[config.mk]
export PLATFORM = sky130hd
export DESIGN_NAME = dacud_top
export DESIGN_NICKNAME = d
export VERILOG_FILES = /design/src/core/dacud_pkg.sv /design/src/core/dacud_top.sv
export SDC_FILE = /design/constraint.sdc
export NUM_CORES = 1
export LEC_CHECK = 0
export ABC_AREA = 1
export BUFFER_PORTS_ARGS = -buffer_cell sky130_fd_sc_hd__buf_2
export CAP_MARGIN = 15
export CORE_MARGIN = 5
export CORE_UTILIZATION = 39
export DETAILED_ROUTE_END_ITERATION = 8
export PLACE_DENSITY = 0.6
export SLEW_MARGIN = 20
export SYNTH_ARGS = -nofsm -noshare
export SYNTH_HDL_FRONTEND = slang
export SYNTH_SLANG_ARGS = --single-unit
export TNS_END_PERCENT = 50
[constraint.sdc]
create_clock -name ref_clk -period 3.1 [get_ports ref_clk]
set_input_delay 0.465 -clock ref_clk [delete_from_list [all_inputs] [get_ports ref_clk]]
set_output_delay 0.465 -clock ref_clk [all_outputs]
set_load 0.03 [all_outputs]
[src/core/dacud_pkg.sv]
// constants and types for the dac update and integrity block
// assumes a 25 MHz reference clock, used both as bus clock and oscillator
package dacud_pkg;
	// timing
	localparam int CLK_HZ = 25_000_000;
	localparam int WDT_TIMEOUT_MS = 1000;
	localparam int WDT_CYCLES = (CLK_HZ / 1000) * WDT_TIMEOUT_MS;
	localparam int CAL_REFRESH_US = 100;
	localparam int CAL_CYCLES = (CLK_HZ / 1_000_000) * CAL_REFRESH_US;
	localparam int FREQ_DIVIDE = 10000;
	localparam logic [2:0] CAL_WORDS_LAST = 3'h7;
	localparam logic [15:0] SLEW_STEP = 16'h0100;
	// register indexes
	localparam logic [3:0] OFS_INPUT = 4'h0;
	localparam logic [3:0] OFS_OUTPUT = 4'h1;
	localparam logic [3:0] OFS_CLEAR = 4'h2;
	localparam logic [3:0] OFS_DAC_CFG = 4'h3;
	localparam logic [3:0] OFS_SW_LOAD = 4'h4;
	localparam logic [3:0] OFS_KEY = 4'h5;
	localparam logic [3:0] OFS_GCFG1 = 4'h6;
	localparam logic [3:0] OFS_GCFG2 = 4'h7;
	localparam logic [3:0] OFS_DCFG = 4'h8;
	localparam logic [3:0] OFS_DFLAGS = 4'h9;
	localparam logic [3:0] OFS_AFLAGS = 4'ha;
	localparam logic [3:0] OFS_STATUS = 4'hb;
	localparam logic [3:0] OFS_FREQ = 4'hc;
	localparam logic [3:0] OFS_RBSEL = 4'hd;
	localparam logic [3:0] OFS_NOP = 4'he;
	localparam logic [3:0] OFS_WDT_CFG = 4'hf;
	// key codes
	localparam logic [15:0] KEY_RESET1 = 16'h15fa;
	localparam logic [15:0] KEY_RESET2 = 16'haf51;
	localparam logic [15:0] KEY_CAL = 16'hfcba;
	localparam logic [15:0] KEY_WDT = 16'h0d06;
	// field positions
	localparam int SWL_CMD = 0;
	localparam int GC1_OSC_EN = 0;
	localparam int GC2_GLOBAL = 0;
	localparam int DC_INV_EN = 0;
	localparam int DC_LMON_EN = 1;
	localparam int DC_CRC_EN = 2;
	localparam int DC_FREQ_EN = 3;
	localparam int CFG_SLEW_EN = 4;
	localparam int WC_EN = 0;
	localparam int WC_CLEAR = 1;
	localparam int WC_RESET = 2;
	localparam int FL_RESET = 0;
	localparam int FL_CRC = 1;
	localparam int FL_INVALID = 2;
	localparam int FL_LMON = 3;
	localparam int FL_INV = 4;
	localparam int FL_WDT = 5;
	localparam int FL_UNREF = 6;
	localparam int FL_SLEW = 7;
	// reset values
	localparam logic [7:0] DFLAGS_RST = 8'h41;
	localparam logic [3:0] DCFG_RST = 4'hd;
	localparam logic GCFG1_RST = 1'b1;
	localparam logic [24:0] SYNC_RST = 25'h1_800000;
	localparam logic [7:0] CRC_INIT = 8'hff;
	localparam logic [7:0] CRC_POLY = 8'h07;
	localparam logic [23:0] OSC_DEAD_CODE = 24'h07dead;
	// calibration refresh sequencer
	typedef enum logic [2:0] {
		CAL_IDLE = 3'b001,
		CAL_READ = 3'b010,
		CAL_WAIT = 3'b100
	} dacud_cal_t;
endpackage : dacud_pkg

[src/core/dacud_top.sv]
// dac output update, integrity checks, key resets, calibration refresh,
// oscillator monitor and sticky diagnostic flags
// assumes: pins are asynchronous to ref_clk, calibration memory answers
// combinationally to the address, latch readback follows dac_latch at once
//
// Notes on behaviour
// - load strobe low: written code loads at frame select rising edge.
// - load strobe high: code waits for software load or strobe low pulse.
// - watchdog timeout with clear enabled loads the clear code.
// - with slew enabled output register tracks the intermediate code.
// - watchdog fault discards input writes and all load events.
// - after watchdog clear, loads reload clear code until input rewritten.
// - global software load mode ignores the device address bits.
// - code and inverse copy checked before strobing; default enabled.
// - latch monitor compares driven latch code; mismatch sets error flag.
// - software reset only after keys 0x15fa then 0xaf51 back to back.
// - pin, key or watchdog reset sets reset flag; flag is 1 at power-up.
// - each refresh checks crc of shadow data; mismatch sets crc flag.
// - calibration crc check on from reset; config bit disables it.
// - during refresh only readback select and nop writes are allowed.
// - 16-bit counter ticks at oscillator divided by 10,000; default on.
// - stopped oscillator with detection on sends 0x07dead every frame.
// - flags sticky, write 1 reloads with the current fault state.
// - unrefreshed and slew busy flags clear themselves.
// - status holds non-sticky summaries; digital excludes slew busy.
`timescale 1ns/1ps

module dacud_sync #(
	parameter int W = 1,
	parameter logic [W-1:0] RST = '0
) (
	// clock and reset
	input wire logic ref_clk,
	input wire logic arst_n,
	// data
	input wire logic [W-1:0] d,
	output logic [W-1:0] q
);
	logic [W-1:0] meta_r;
	logic [W-1:0] q_r;

	always_ff @(posedge ref_clk or negedge arst_n)
	begin
		if (!arst_n)
		begin
			meta_r <= RST;
			q_r <= RST;
		end
		else
		begin
			meta_r <= d;
			q_r <= meta_r;
		end
	end
	assign q = q_r;
endmodule : dacud_sync

module dacud_top #(
	parameter int WDT_CYCLES_P = dacud_pkg::WDT_CYCLES,
	parameter int FREQ_DIV_P = dacud_pkg::FREQ_DIVIDE
) (
	// clock and reset
	input wire logic ref_clk,
	input wire logic arst_n,
	// register port
	input wire logic [3:0] reg_addr,
	input wire logic [15:0] reg_wdata,
	input wire logic reg_wr,
	input wire logic reg_rd,
	output logic [15:0] reg_rdata,
	// link pins
	input wire logic frame_sel_n,
	input wire logic load_strobe_n,
	input wire logic [1:0] dev_addr,
	output logic [23:0] sdo_word,
	// converter latches
	output logic [15:0] dac_latch,
	input wire logic [15:0] latch_readback,
	// calibration memory
	output logic [2:0] cal_mem_addr,
	input wire logic [15:0] cal_mem_data,
	input wire logic [7:0] cal_ref_crc,
	// analog monitors
	input wire logic osc_stopped,
	input wire logic [3:0] analog_fault
);
	logic [24:0] sync_q;
	logic sel_s, ld_s, osc_s;
	logic [1:0] addr_s;
	logic [15:0] lrb_s;
	logic [3:0] afault_s;
	logic sel_prev_r, ld_prev_r;
	logic [15:0] pend_r, target_r, out_code_r, out_inv_r, dac_latch_r;
	logic [15:0] clear_code_r, lat_d1_r, lat_d2_r, rdata_r, freq_cnt_r;
	logic [4:0] dac_cfg_r;
	logic gcfg1_r, gcfg2_r, input_seen_r, key1_r, srst_r, wdt_run_r;
	logic [3:0] dcfg_r, rbsel_r, aflags_r;
	logic [2:0] wdt_cfg_r, cal_idx_r, cal_addr_r;
	logic [7:0] dflags_r, crc_r;
	logic [13:0] freq_div_r;
	logic [24:0] wdt_cnt_r;
	logic [11:0] cal_cnt_r;
	logic [23:0] sdo_r;
	dacud_pkg::dacud_cal_t cal_state_r;
	logic cal_busy, wr_ok, invalid_ev, wdt_fault, input_wr, swload_ev;
	logic hw_load_ev, load_ev, wdt_timeout, wdt_kick, key_wr, cal_start;
	logic cal_done, clear_ev, slew_busy, inv_bad, lmon_bad, crc_bad;
	logic [7:0] dset, dclr;
	logic [15:0] gap, slew_nxt, rd_mux;
	logic [2:0] status;

	dacud_sync #(.W(25), .RST(dacud_pkg::SYNC_RST)) u_sync (
		.ref_clk(ref_clk),
		.arst_n(arst_n),
		.d({frame_sel_n, load_strobe_n, dev_addr, latch_readback,
			osc_stopped, analog_fault}),
		.q(sync_q)
	);
	assign {sel_s, ld_s, addr_s, lrb_s, osc_s, afault_s} = sync_q;

	function automatic logic [7:0] crc_step(input logic [7:0] c,
		input logic [15:0] w);
		logic [7:0] r;
		r = c;
		for (int i = 15; i >= 0; i--)
		begin
			r = (r[7] ^ w[i]) ? ({r[6:0], 1'b0} ^ dacud_pkg::CRC_POLY)
				: {r[6:0], 1'b0};
		end
		return r;
	endfunction : crc_step

	// decode and events
	assign cal_busy = cal_state_r != dacud_pkg::CAL_IDLE;
	assign wr_ok = reg_wr && (!cal_busy || reg_addr == dacud_pkg::OFS_RBSEL
		|| reg_addr == dacud_pkg::OFS_NOP);
	assign invalid_ev = reg_wr && !wr_ok;
	assign wdt_fault = dflags_r[dacud_pkg::FL_WDT];
	assign input_wr = wr_ok && reg_addr == dacud_pkg::OFS_INPUT
		&& !wdt_fault;
	assign swload_ev = wr_ok && reg_addr == dacud_pkg::OFS_SW_LOAD
		&& reg_wdata[dacud_pkg::SWL_CMD] && !wdt_fault
		&& (gcfg2_r || reg_wdata[2:1] == addr_s);
	assign hw_load_ev = !wdt_fault && ((sel_s && !sel_prev_r && !ld_s
		&& input_seen_r) || (!ld_s && ld_prev_r));
	assign load_ev = swload_ev || hw_load_ev;
	assign wdt_timeout = wdt_run_r && wdt_cnt_r == 25'(WDT_CYCLES_P - 1);
	assign clear_ev = wdt_timeout && wdt_cfg_r[dacud_pkg::WC_CLEAR];
	assign key_wr = wr_ok && reg_addr == dacud_pkg::OFS_KEY;
	assign wdt_kick = key_wr && reg_wdata == dacud_pkg::KEY_WDT;
	assign cal_start = !cal_busy && ((key_wr
		&& reg_wdata == dacud_pkg::KEY_CAL) || (wr_ok
		&& reg_addr == dacud_pkg::OFS_DAC_CFG
		&& reg_wdata[3:0] != dac_cfg_r[3:0]));
	assign cal_done = cal_state_r == dacud_pkg::CAL_WAIT
		&& cal_cnt_r == 12'(dacud_pkg::CAL_CYCLES - 1);
	assign crc_bad = cal_done && dcfg_r[dacud_pkg::DC_CRC_EN]
		&& crc_r != cal_ref_crc;
	assign slew_busy = out_code_r != target_r;
	assign inv_bad = dcfg_r[dacud_pkg::DC_INV_EN]
		&& out_code_r != ~out_inv_r;
	assign lmon_bad = dcfg_r[dacud_pkg::DC_LMON_EN]
		&& lrb_s != lat_d2_r;
	assign gap = (target_r > out_code_r) ? target_r - out_code_r
		: out_code_r - target_r;

	always_comb
	begin
		if (!dac_cfg_r[dacud_pkg::CFG_SLEW_EN] || gap <= dacud_pkg::SLEW_STEP)
			slew_nxt = target_r;
		else if (target_r > out_code_r)
			slew_nxt = out_code_r + dacud_pkg::SLEW_STEP;
		else
			slew_nxt = out_code_r - dacud_pkg::SLEW_STEP;
	end

	// pin edge history
	always_ff @(posedge ref_clk or negedge arst_n)
	begin
		if (!arst_n)
		begin
			sel_prev_r <= 1'b1;
			ld_prev_r <= 1'b1;
		end
		else
		begin
			sel_prev_r <= sel_s;
			ld_prev_r <= ld_s;
		end
	end

	// input code, pending code and load
	always_ff @(posedge ref_clk or negedge arst_n)
	begin
		if (!arst_n)
		begin
			pend_r <= 16'h0000;
			target_r <= 16'h0000;
			input_seen_r <= 1'b0;
		end
		else if (srst_r)
		begin
			pend_r <= 16'h0000;
			target_r <= 16'h0000;
			input_seen_r <= 1'b0;
		end
		else if (clear_ev)
		begin
			pend_r <= clear_code_r;
			target_r <= clear_code_r;
			input_seen_r <= 1'b0;
		end
		else
		begin
			if (input_wr)
				pend_r <= reg_wdata;
			if (load_ev)
				target_r <= pend_r;
			if (input_wr)
				input_seen_r <= 1'b1;
			else if (load_ev)
				input_seen_r <= 1'b0;
		end
	end

	// output code with inverse copy and latch strobe
	always_ff @(posedge ref_clk or negedge arst_n)
	begin
		if (!arst_n)
		begin
			out_code_r <= 16'h0000;
			out_inv_r <= 16'hffff;
			dac_latch_r <= 16'h0000;
			lat_d1_r <= 16'h0000;
			lat_d2_r <= 16'h0000;
		end
		else
		begin
			out_code_r <= slew_nxt;
			out_inv_r <= ~slew_nxt;
			if (!inv_bad)
				dac_latch_r <= out_code_r;
			lat_d1_r <= dac_latch_r;
			lat_d2_r <= lat_d1_r;
		end
	end

	// configuration registers
	always_ff @(posedge ref_clk or negedge arst_n)
	begin
		if (!arst_n)
		begin
			clear_code_r <= 16'h0000;
			dac_cfg_r <= 5'h00;
			gcfg1_r <= dacud_pkg::GCFG1_RST;
			gcfg2_r <= 1'b0;
			dcfg_r <= dacud_pkg::DCFG_RST;
			wdt_cfg_r <= 3'h0;
			rbsel_r <= 4'h0;
		end
		else if (srst_r)
		begin
			clear_code_r <= 16'h0000;
			dac_cfg_r <= 5'h00;
			gcfg1_r <= dacud_pkg::GCFG1_RST;
			gcfg2_r <= 1'b0;
			dcfg_r <= dacud_pkg::DCFG_RST;
			wdt_cfg_r <= 3'h0;
			rbsel_r <= 4'h0;
		end
		else if (wr_ok)
		begin
			case (reg_addr)
				dacud_pkg::OFS_CLEAR: clear_code_r <= reg_wdata;
				dacud_pkg::OFS_DAC_CFG: dac_cfg_r <= reg_wdata[4:0];
				dacud_pkg::OFS_GCFG1: gcfg1_r <= reg_wdata[0];
				dacud_pkg::OFS_GCFG2: gcfg2_r <= reg_wdata[0];
				dacud_pkg::OFS_DCFG: dcfg_r <= reg_wdata[3:0];
				dacud_pkg::OFS_WDT_CFG: wdt_cfg_r <= reg_wdata[2:0];
				dacud_pkg::OFS_RBSEL: rbsel_r <= reg_wdata[3:0];
				default: ;
			endcase
		end
	end

	// key sequence and software reset
	always_ff @(posedge ref_clk or negedge arst_n)
	begin
		if (!arst_n)
		begin
			key1_r <= 1'b0;
			srst_r <= 1'b0;
		end
		else
		begin
			key1_r <= key_wr && reg_wdata == dacud_pkg::KEY_RESET1
				? 1'b1 : (reg_wr ? 1'b0 : key1_r);
			srst_r <= (key1_r && key_wr
				&& reg_wdata == dacud_pkg::KEY_RESET2)
				|| (wdt_timeout && wdt_cfg_r[dacud_pkg::WC_RESET]);
		end
	end

	// watchdog timer
	always_ff @(posedge ref_clk or negedge arst_n)
	begin
		if (!arst_n)
		begin
			wdt_run_r <= 1'b0;
			wdt_cnt_r <= 25'h0;
		end
		else if (srst_r || wdt_timeout || !wdt_cfg_r[dacud_pkg::WC_EN])
		begin
			wdt_run_r <= 1'b0;
			wdt_cnt_r <= 25'h0;
		end
		else if (wdt_kick && !wdt_fault)
		begin
			wdt_run_r <= 1'b1;
			wdt_cnt_r <= 25'h0;
		end
		else if (wdt_run_r)
			wdt_cnt_r <= wdt_cnt_r + 25'h1;
	end

	// calibration refresh sequencer
	always_ff @(posedge ref_clk or negedge arst_n)
	begin
		if (!arst_n)
		begin
			cal_state_r <= dacud_pkg::CAL_IDLE;
			cal_idx_r <= 3'h0;
			cal_addr_r <= 3'h0;
			cal_cnt_r <= 12'h000;
			crc_r <= dacud_pkg::CRC_INIT;
		end
		else
		begin
			case (cal_state_r)
				dacud_pkg::CAL_IDLE:
				begin
					if (cal_start)
					begin
						cal_state_r <= dacud_pkg::CAL_READ;
						cal_idx_r <= 3'h0;
						cal_addr_r <= 3'h0;
						crc_r <= dacud_pkg::CRC_INIT;
					end
				end
				dacud_pkg::CAL_READ:
				begin
					crc_r <= crc_step(crc_r, cal_mem_data);
					cal_idx_r <= cal_idx_r + 3'h1;
					cal_addr_r <= cal_idx_r + 3'h1;
					cal_cnt_r <= 12'h000;
					if (cal_idx_r == dacud_pkg::CAL_WORDS_LAST)
						cal_state_r <= dacud_pkg::CAL_WAIT;
				end
				dacud_pkg::CAL_WAIT:
				begin
					cal_addr_r <= 3'h0;
					cal_cnt_r <= cal_cnt_r + 12'h001;
					if (cal_done)
						cal_state_r <= dacud_pkg::CAL_IDLE;
				end
				default: cal_state_r <= dacud_pkg::CAL_IDLE;
			endcase
		end
	end

	// frequency monitor
	always_ff @(posedge ref_clk or negedge arst_n)
	begin
		if (!arst_n)
		begin
			freq_div_r <= 14'h0000;
			freq_cnt_r <= 16'h0000;
		end
		else if (srst_r || !dcfg_r[dacud_pkg::DC_FREQ_EN])
			freq_div_r <= 14'h0000;
		else if (freq_div_r == 14'(FREQ_DIV_P - 1))
		begin
			freq_div_r <= 14'h0000;
			freq_cnt_r <= freq_cnt_r + 16'h0001;
		end
		else
			freq_div_r <= freq_div_r + 14'h0001;
	end

	// diagnostic flags: set wins over the write-1 clear
	always_comb
	begin
		dset = 8'h00;
		dset[dacud_pkg::FL_RESET] = srst_r;
		dset[dacud_pkg::FL_CRC] = crc_bad;
		dset[dacud_pkg::FL_INVALID] = invalid_ev;
		dset[dacud_pkg::FL_LMON] = lmon_bad;
		dset[dacud_pkg::FL_INV] = inv_bad;
		dset[dacud_pkg::FL_WDT] = wdt_timeout;
		dclr = (wr_ok && reg_addr == dacud_pkg::OFS_DFLAGS)
			? reg_wdata[7:0] : 8'h00;
	end

	always_ff @(posedge ref_clk or negedge arst_n)
	begin
		if (!arst_n)
		begin
			dflags_r <= dacud_pkg::DFLAGS_RST;
			aflags_r <= 4'h0;
		end
		else
		begin
			dflags_r[5:0] <= (dflags_r[5:0] & ~dclr[5:0])
				| dset[5:0];
			if (srst_r)
				dflags_r[dacud_pkg::FL_UNREF] <= 1'b1;
			else if (cal_done)
				dflags_r[dacud_pkg::FL_UNREF] <= 1'b0;
			dflags_r[dacud_pkg::FL_SLEW] <= slew_busy;
			aflags_r <= (aflags_r & ~((wr_ok
				&& reg_addr == dacud_pkg::OFS_AFLAGS)
				? reg_wdata[3:0] : 4'h0)) | afault_s;
		end
	end

	assign status = {wdt_fault, |aflags_r,
		|dflags_r[6:0]};

	// read port and serial output word
	always_comb
	begin
		case (reg_addr)
			dacud_pkg::OFS_INPUT: rd_mux = pend_r;
			dacud_pkg::OFS_OUTPUT: rd_mux = out_code_r;
			dacud_pkg::OFS_CLEAR: rd_mux = clear_code_r;
			dacud_pkg::OFS_DAC_CFG: rd_mux = {11'h000, dac_cfg_r};
			dacud_pkg::OFS_GCFG1: rd_mux = {15'h0000, gcfg1_r};
			dacud_pkg::OFS_GCFG2: rd_mux = {15'h0000, gcfg2_r};
			dacud_pkg::OFS_DCFG: rd_mux = {12'h000, dcfg_r};
			dacud_pkg::OFS_DFLAGS: rd_mux = {8'h00, dflags_r};
			dacud_pkg::OFS_AFLAGS: rd_mux = {12'h000, aflags_r};
			dacud_pkg::OFS_STATUS: rd_mux = {13'h0000, status};
			dacud_pkg::OFS_FREQ: rd_mux = freq_cnt_r;
			dacud_pkg::OFS_RBSEL: rd_mux = {12'h000, rbsel_r};
			dacud_pkg::OFS_WDT_CFG: rd_mux = {13'h0000, wdt_cfg_r};
			default: rd_mux = 16'h0000;
		endcase
	end

	always_ff @(posedge ref_clk or negedge arst_n)
	begin
		if (!arst_n)
		begin
			rdata_r <= 16'h0000;
			sdo_r <= 24'h000000;
		end
		else
		begin
			rdata_r <= reg_rd ? rd_mux : 16'h0000;
			if (!sel_s && sel_prev_r)
				sdo_r <= (osc_s && gcfg1_r) ? dacud_pkg::OSC_DEAD_CODE
					: {21'h000000, status};
		end
	end

	assign reg_rdata = rdata_r;
	assign sdo_word = sdo_r;
	assign dac_latch = dac_latch_r;
	assign cal_mem_addr = cal_addr_r;
endmodule : dacud_top

Word level (Yosys, flattened, before mapping). Cells that the tools add are included.

Bits of input ports: 73. Register bits: 338.

Eq/ne operators: 36. Add/sub/neg operators: 9. Muxes and demuxes: 76. $lt $le $gt $ge: 2. Reductions and logical operators: 87. Bitwise operators: 41.

Operators with widths (number): 2-to-1 mux 16 bit (13); case mux 16 bit (13 select lines) (1); 2-to-1 mux 25 bit (3); 2-to-1 mux 3 bit (23); inequality test 16 bit (3); NOT 3 bit (16); logical AND 1 bit (35); equality test 16 bit, second input constant (2); equality test 4 bit, second input constant (8); NOT 16 bit (2); subtractor 16 bit (2); 2-to-1 mux 14 bit (2); 2-to-1 mux 4 bit (7); nonzero test 2 bit (13); adder 25 x 1 -> 25 bit, second input constant (1); equality test 25 bit, second input constant (1); case mux 12 bit (2 select lines) (1); AND reduction 2 bit (10); 2-to-1 mux 19 bit (1); case mux 3 bit (3 select lines) (2); adder 16 x 1 -> 16 bit, second input constant (1); adder 16 x 9 -> 16 bit, second input constant (1); equality test 16 x 12 -> 1 bit, second input constant (1); equality test 16 x 13 -> 1 bit, second input constant (1); 41 further kinds (101).

Depth between registers and ports, before layout.
Depth after elaboration: 33. Depth in mapped cells: 23.

By module. Synthesis repeated with hierarchy kept, for this count alone.

Cell total of the unflattened synthesis: 2037. Area total of the unflattened synthesis: 16639.7 µm².

Modules (own cells, without submodules): dacud_top (sequential area each 6747.7 µm², times used 1, area each 15383.5 µm², cells an instance 1987); dacud_sync (sequential area each 1256.2 µm², times used 1, area each 1256.2 µm², cells an instance 50).

Worst setup path after synthesis. OpenSTA, ideal clock, no wires.

Path type: reg-to-reg. Start: register target_r[0]. End: register out_code_r[14]. Arrival: 3.044 ns. Setup slack: -0.061 ns. Stages on the path, launching flop included: 23. Data required time: 2.983 ns. Clock period less this slack: 3.161 ns. Setup time: 0.117 ns. Path through: dfrtp_1 > inv_1 > ha_1 > fa_1 > inv_1 > nand3_1 > nand2_1 > nand2_1 > nand2_2 > nand2_4 > nand2_8 > nand2_4 > buf_8 > ha_1 > a21o_1 > a31oi_1 > nor2_1 > o21ai_0 > nand2_1 > xnor2_1 > inv_1 > nand4_1 > nand2_1.

Cells in the longest elaborated chain, start to end: 5.

RTL lines: start: declaration (RTL line dacud_top.sv:93) `logic [15:0] pend_r, target_r, out_code_r, out_inv_r, dac_latch_r;`; start signal: assignment (RTL line dacud_top.sv:210) `target_r <= clear_code_r;`; start signal: assignment (RTL line dacud_top.sv:218) `target_r <= pend_r;`; subtractor 16 bit (tied with other cells) (RTL line dacud_top.sv:165) `: out_code_r - target_r;`; 2-to-1 mux 16 bit (RTL line dacud_top.sv:164) `assign gap = (target_r > out_code_r) ? target_r - out_code_r`; less-or-equal comparator 16 x 9 -> 1 bit (RTL line dacud_top.sv:169) `if (!dac_cfg_r[dacud_pkg::CFG_SLEW_EN] || gap <= dacud_pkg::SLEW_STEP)`; logical OR 1 bit (RTL line dacud_top.sv:169); 2-to-1 mux 16 bit (*) (RTL line dacud_top.sv:169); via slew_nxt[14] (RTL line dacud_top.sv:109) `logic [15:0] gap, slew_nxt, rd_mux;`; end signal: assignment (RTL line dacud_top.sv:239) `out_code_r <= slew_nxt;`; end: declaration (RTL line dacud_top.sv:93).

The timed path passes the listed nets; every way through them passes the cells marked *. A chain may end at the register's enable or synchronous reset.

Final worst setup path. Same ends and word-level chain as after synthesis.

==> summary.md <==
| Metric | Value |
|---|---|
| Cell variety after synth | 56 |
| Tmin final | slightly below 3000 ps |
| Vias | ~14000 |
| Post-synth ARST share | 1.00 |
| CTS max path bufs | 3 |
| Setup tns final | 0 ps |
| Initial detailed-routing violation count | around 1000 |
| Startpoint Class | flip-flop |
| LEAKAGE | 9.84 nW |
| Yosys warns | 0 |
| RSZ-0062 raised after global routing | yes |
| Post-synthesis instance area | around 17000 µm² |
| Worst VDD drop | about 530 µV |
| Worst hold path type | in -> reg |
| Hold Vio Cnt, Final | 0 |
| Global router's overall resource usage | 0.197 |
| CP Capture Type | flip-flop |
| CTS tree | done |
| Routed len/inst | 16.5 µm |
| DIE HEIGHT | 217 µm |
| Util after Layout | 0.465 |
| Required @ worst endpoint | between 3000 and 4000 ps |
| Syn_area_per_cell | 8.14 µm² |
| Slew @ Worst Pin | between 800 and 900 ps |
| CP Class | reg -> reg |
| Syn Inst Count | between 2000 and 2500 |
| Drc violations | 0 |
| Sequential share of the synthesized area | 0.477 |
| Clock root cell | clkbuf_16 |
| Initial antenna violation count | 12 |
| PwrDens | approximately 1100 nW/µm² |
| Starting Density | 0.392 |
| DR pass1 iterations | 7 |
| Status | finished, final reports clean |
| Final WL | 46800 µm |
| Worst-path clk slew | approximately 60 ps |
| Final worst path period share | 0.954 |
| Slew Viols, Final | 0 |
| Die area | 47300 µm² |
| Worst relative slew slack | 0.413 |
| Post-synth EDFFs | 0 |
| Max_cap viols | 0 |
| Nets | roughly 2400 |
| Total gr overflow | 0 |
| # setup viols final | 0 |
| Vias in the first global route | 14200 |
| FP Rows | 76 |
| Fraction of layout cells with a size suffix above 1 | 0.162 |
| Final antenna-violating net count | 0 |
| Depth of the CTS H-tree | 2 |
| Core area | ~43000 µm² |
| Layout Skew | roughly 12 ps |
| Final Wtd Congestion | 0.936 |
| Max Fclk | roughly 340 MHz |
| #FFs+latches synth | around 320 |
| Worst-path fanout max | 6 |
| Num ports | ~130 |
| Chip width | ~220 µm |
| Largest net degree at the start of global routing | 97 |
| Num CTS Buffers | 37 |
| Crit path DAT | between 3000 and 4000 ps |
| Detailed-placement wirelength estimate | 35400 µm |
| IO Port Bufs | ~120 |
| Worst hold slack | between 20 and 30 ps |
| Clk Latency, worst-skew pair | 550 ps |
| Synth Flop Type | dfrtp_1 |
| Area delta synth->final | 18.5% |
| Vias/cell | 5.08 |
| First-pass GRT wire length | approximately 75000 µm |
| CTS Sinks | roughly 320 |
placed cells by master (no fill, tap or decap), types with 42 or more instances in the layout:
cell	instances
o21ai_0	135
xnor2_1	42
nand4_1	54
nor2_1	151
nand2_1	489
a21oi_1	78
inv_1	298
dfrtp_1	281
buf_2	121
nand3_1	108
xor2_1	48
buf_4	69
cells by family after synthesis:
logic type      after synthesis  share of synthesized area
compound gates              300                      0.103
buf+inv                     383                     0.0939
mux                           2                    0.00127
other cells                   1                   0.000223
fa+ha+maj                    46                     0.0356
xor+xnor                     91                     0.0475
simple gates                922                      0.242
flops                       318                      0.477
synthesized netlist by cell type (4+ instances only):
cell type | n | share of area
a211oi_1 | 6 | 0.0027
a21oi_1 | 79 | 0.024
a221oi_1 | 18 | 0.0094
a31oi_1 | 4 | 0.0015
buf_2 | 11 | 0.0033
buf_4 | 23 | 0.010
clkbuf_1 | 29 | 0.0065
clkinv_1 | 5 | 0.0011
dfrtp_1 | 281 | 0.42
dfstp_2 | 37 | 0.058
ha_1 | 43 | 0.032
inv_1 | 300 | 0.067
inv_2 | 7 | 0.0016
nand2_1 | 492 | 0.11
nand2_2 | 19 | 0.0071
nand3_1 | 111 | 0.033
nand3b_1 | 4 | 0.0018
nand4_1 | 54 | 0.020
nor2_1 | 151 | 0.034
nor2_2 | 4 | 0.0015
nor3_1 | 40 | 0.012
nor3b_1 | 9 | 0.0040
nor4_1 | 17 | 0.0063
o2111ai_1 | 6 | 0.0031
o21ai_0 | 136 | 0.041
o22ai_1 | 32 | 0.012
or2_2 | 8 | 0.0030
xnor2_1 | 43 | 0.022
xor2_1 | 48 | 0.025
final cells by class:
class / instances / area [µm²]
clock inverters: 15 / 169
multi-input cells: 1370 / 7360
repair buffers: 209 / 1400
diodes: 5 / 12.5
inverters: 313 / 1180
well taps: 546 / 683
clock buffers: 52 / 1080
fillers: 4135 / 22900
flip-flops and latches: 318 / 8000
metrics by stage:
step / instance area (µm²) / total power [mW] / worst slack (ps) / instances
finish: 19900 / 21.1 / 142 / 2828
global route: 19900 / 22.8 / -23.5 / 2824
floorplan: 16800 / 13.2 / 79.0 / 2071
CTS: 19700 / 20.7 / 99.9 / 2816
global placement: 18400 / 15.9 / 151 / 2740
detailed placement: 18400 / 16.2 / 123 / 2740
what timing repair did:
action                     in CTS  in global routing
setup endpoints to repair       0                 32
buffers inserted                0                  5
hold endpoints to repair       46                  1
hold buffers                    9                  1
gates resized for setup         0                 19
power breakdown:
part	internal (mW)	total [mW]	switching, mW	leakage, nW
clock network	2.70	4.46	1.77	0.626
logic	4.06	10.8	6.71	5.22
registers	5.20	5.86	0.668	4.00
sequential cells by signal, summed over array words and instances (netlist names), 4 cells and up, named ones only:
name and count:
aflags_r 4, cal_cnt_r 12, clear_code_r 16, crc_r 8
dac_cfg_r 5, dac_latch 16, dcfg_r 4, dflags_r 8
freq_cnt_r 16, freq_div_r 14, lat_d1_r 16, lat_d2_r 16
out_code_r 8, out_inv_r 16, pend_r 16, rbsel_r 4
reg_rdata 16, sdo_word 4, target_r 16, u_sync.meta_r 25
u_sync.q 25, wdt_cnt_r 25
worst paths after layout:
kind / startpoint / slack (ps) / end / cells past startpoint
max in group asynchronous: arst_n / 1800 / lat_d2_r[12] / 3
hold reg to reg: lat_d1_r[2] / 350 / lat_d2_r[2] / 0
hold / removal: latch_readback[13] / 30 / u_sync.meta_r[18] / 1
setup reg to reg: target_r[0] / 140 / out_code_r[14] / 21
min in group asynchronous: arst_n / 440 / gcfg2_r / 2
setup / recovery: target_r[0] / 140 / out_code_r[14] / 21
worst max-delay path, cell delays in order (launching register included):
cell and delay, ps:
dfrtp_1 370, inv_2 60, ha_4 160, fa_2 380, inv_2 80, nand3_2 60
nand2_2 90, nand2_2 50, nand2_2 100, nand2_4 100, nand2_8 100, nand2_8 70
ha_4 220, a21o_1 200, a31oi_2 180, nor2_1 60, o21ai_1 130, nand2_1 100
xnor2_2 140, inv_1 60, nand4_1 80, nand2_1 50
layer usage:
metal,vias to the layer above,wire [µm],track usage
met5,-,110,0
met4,16,991,0.0493
met3,81,3100,0.0471
met2,396,21900,0.324
met1,6855,20700,0.265
li1,7020,-,-
Power figures use the tool's default switching activity.
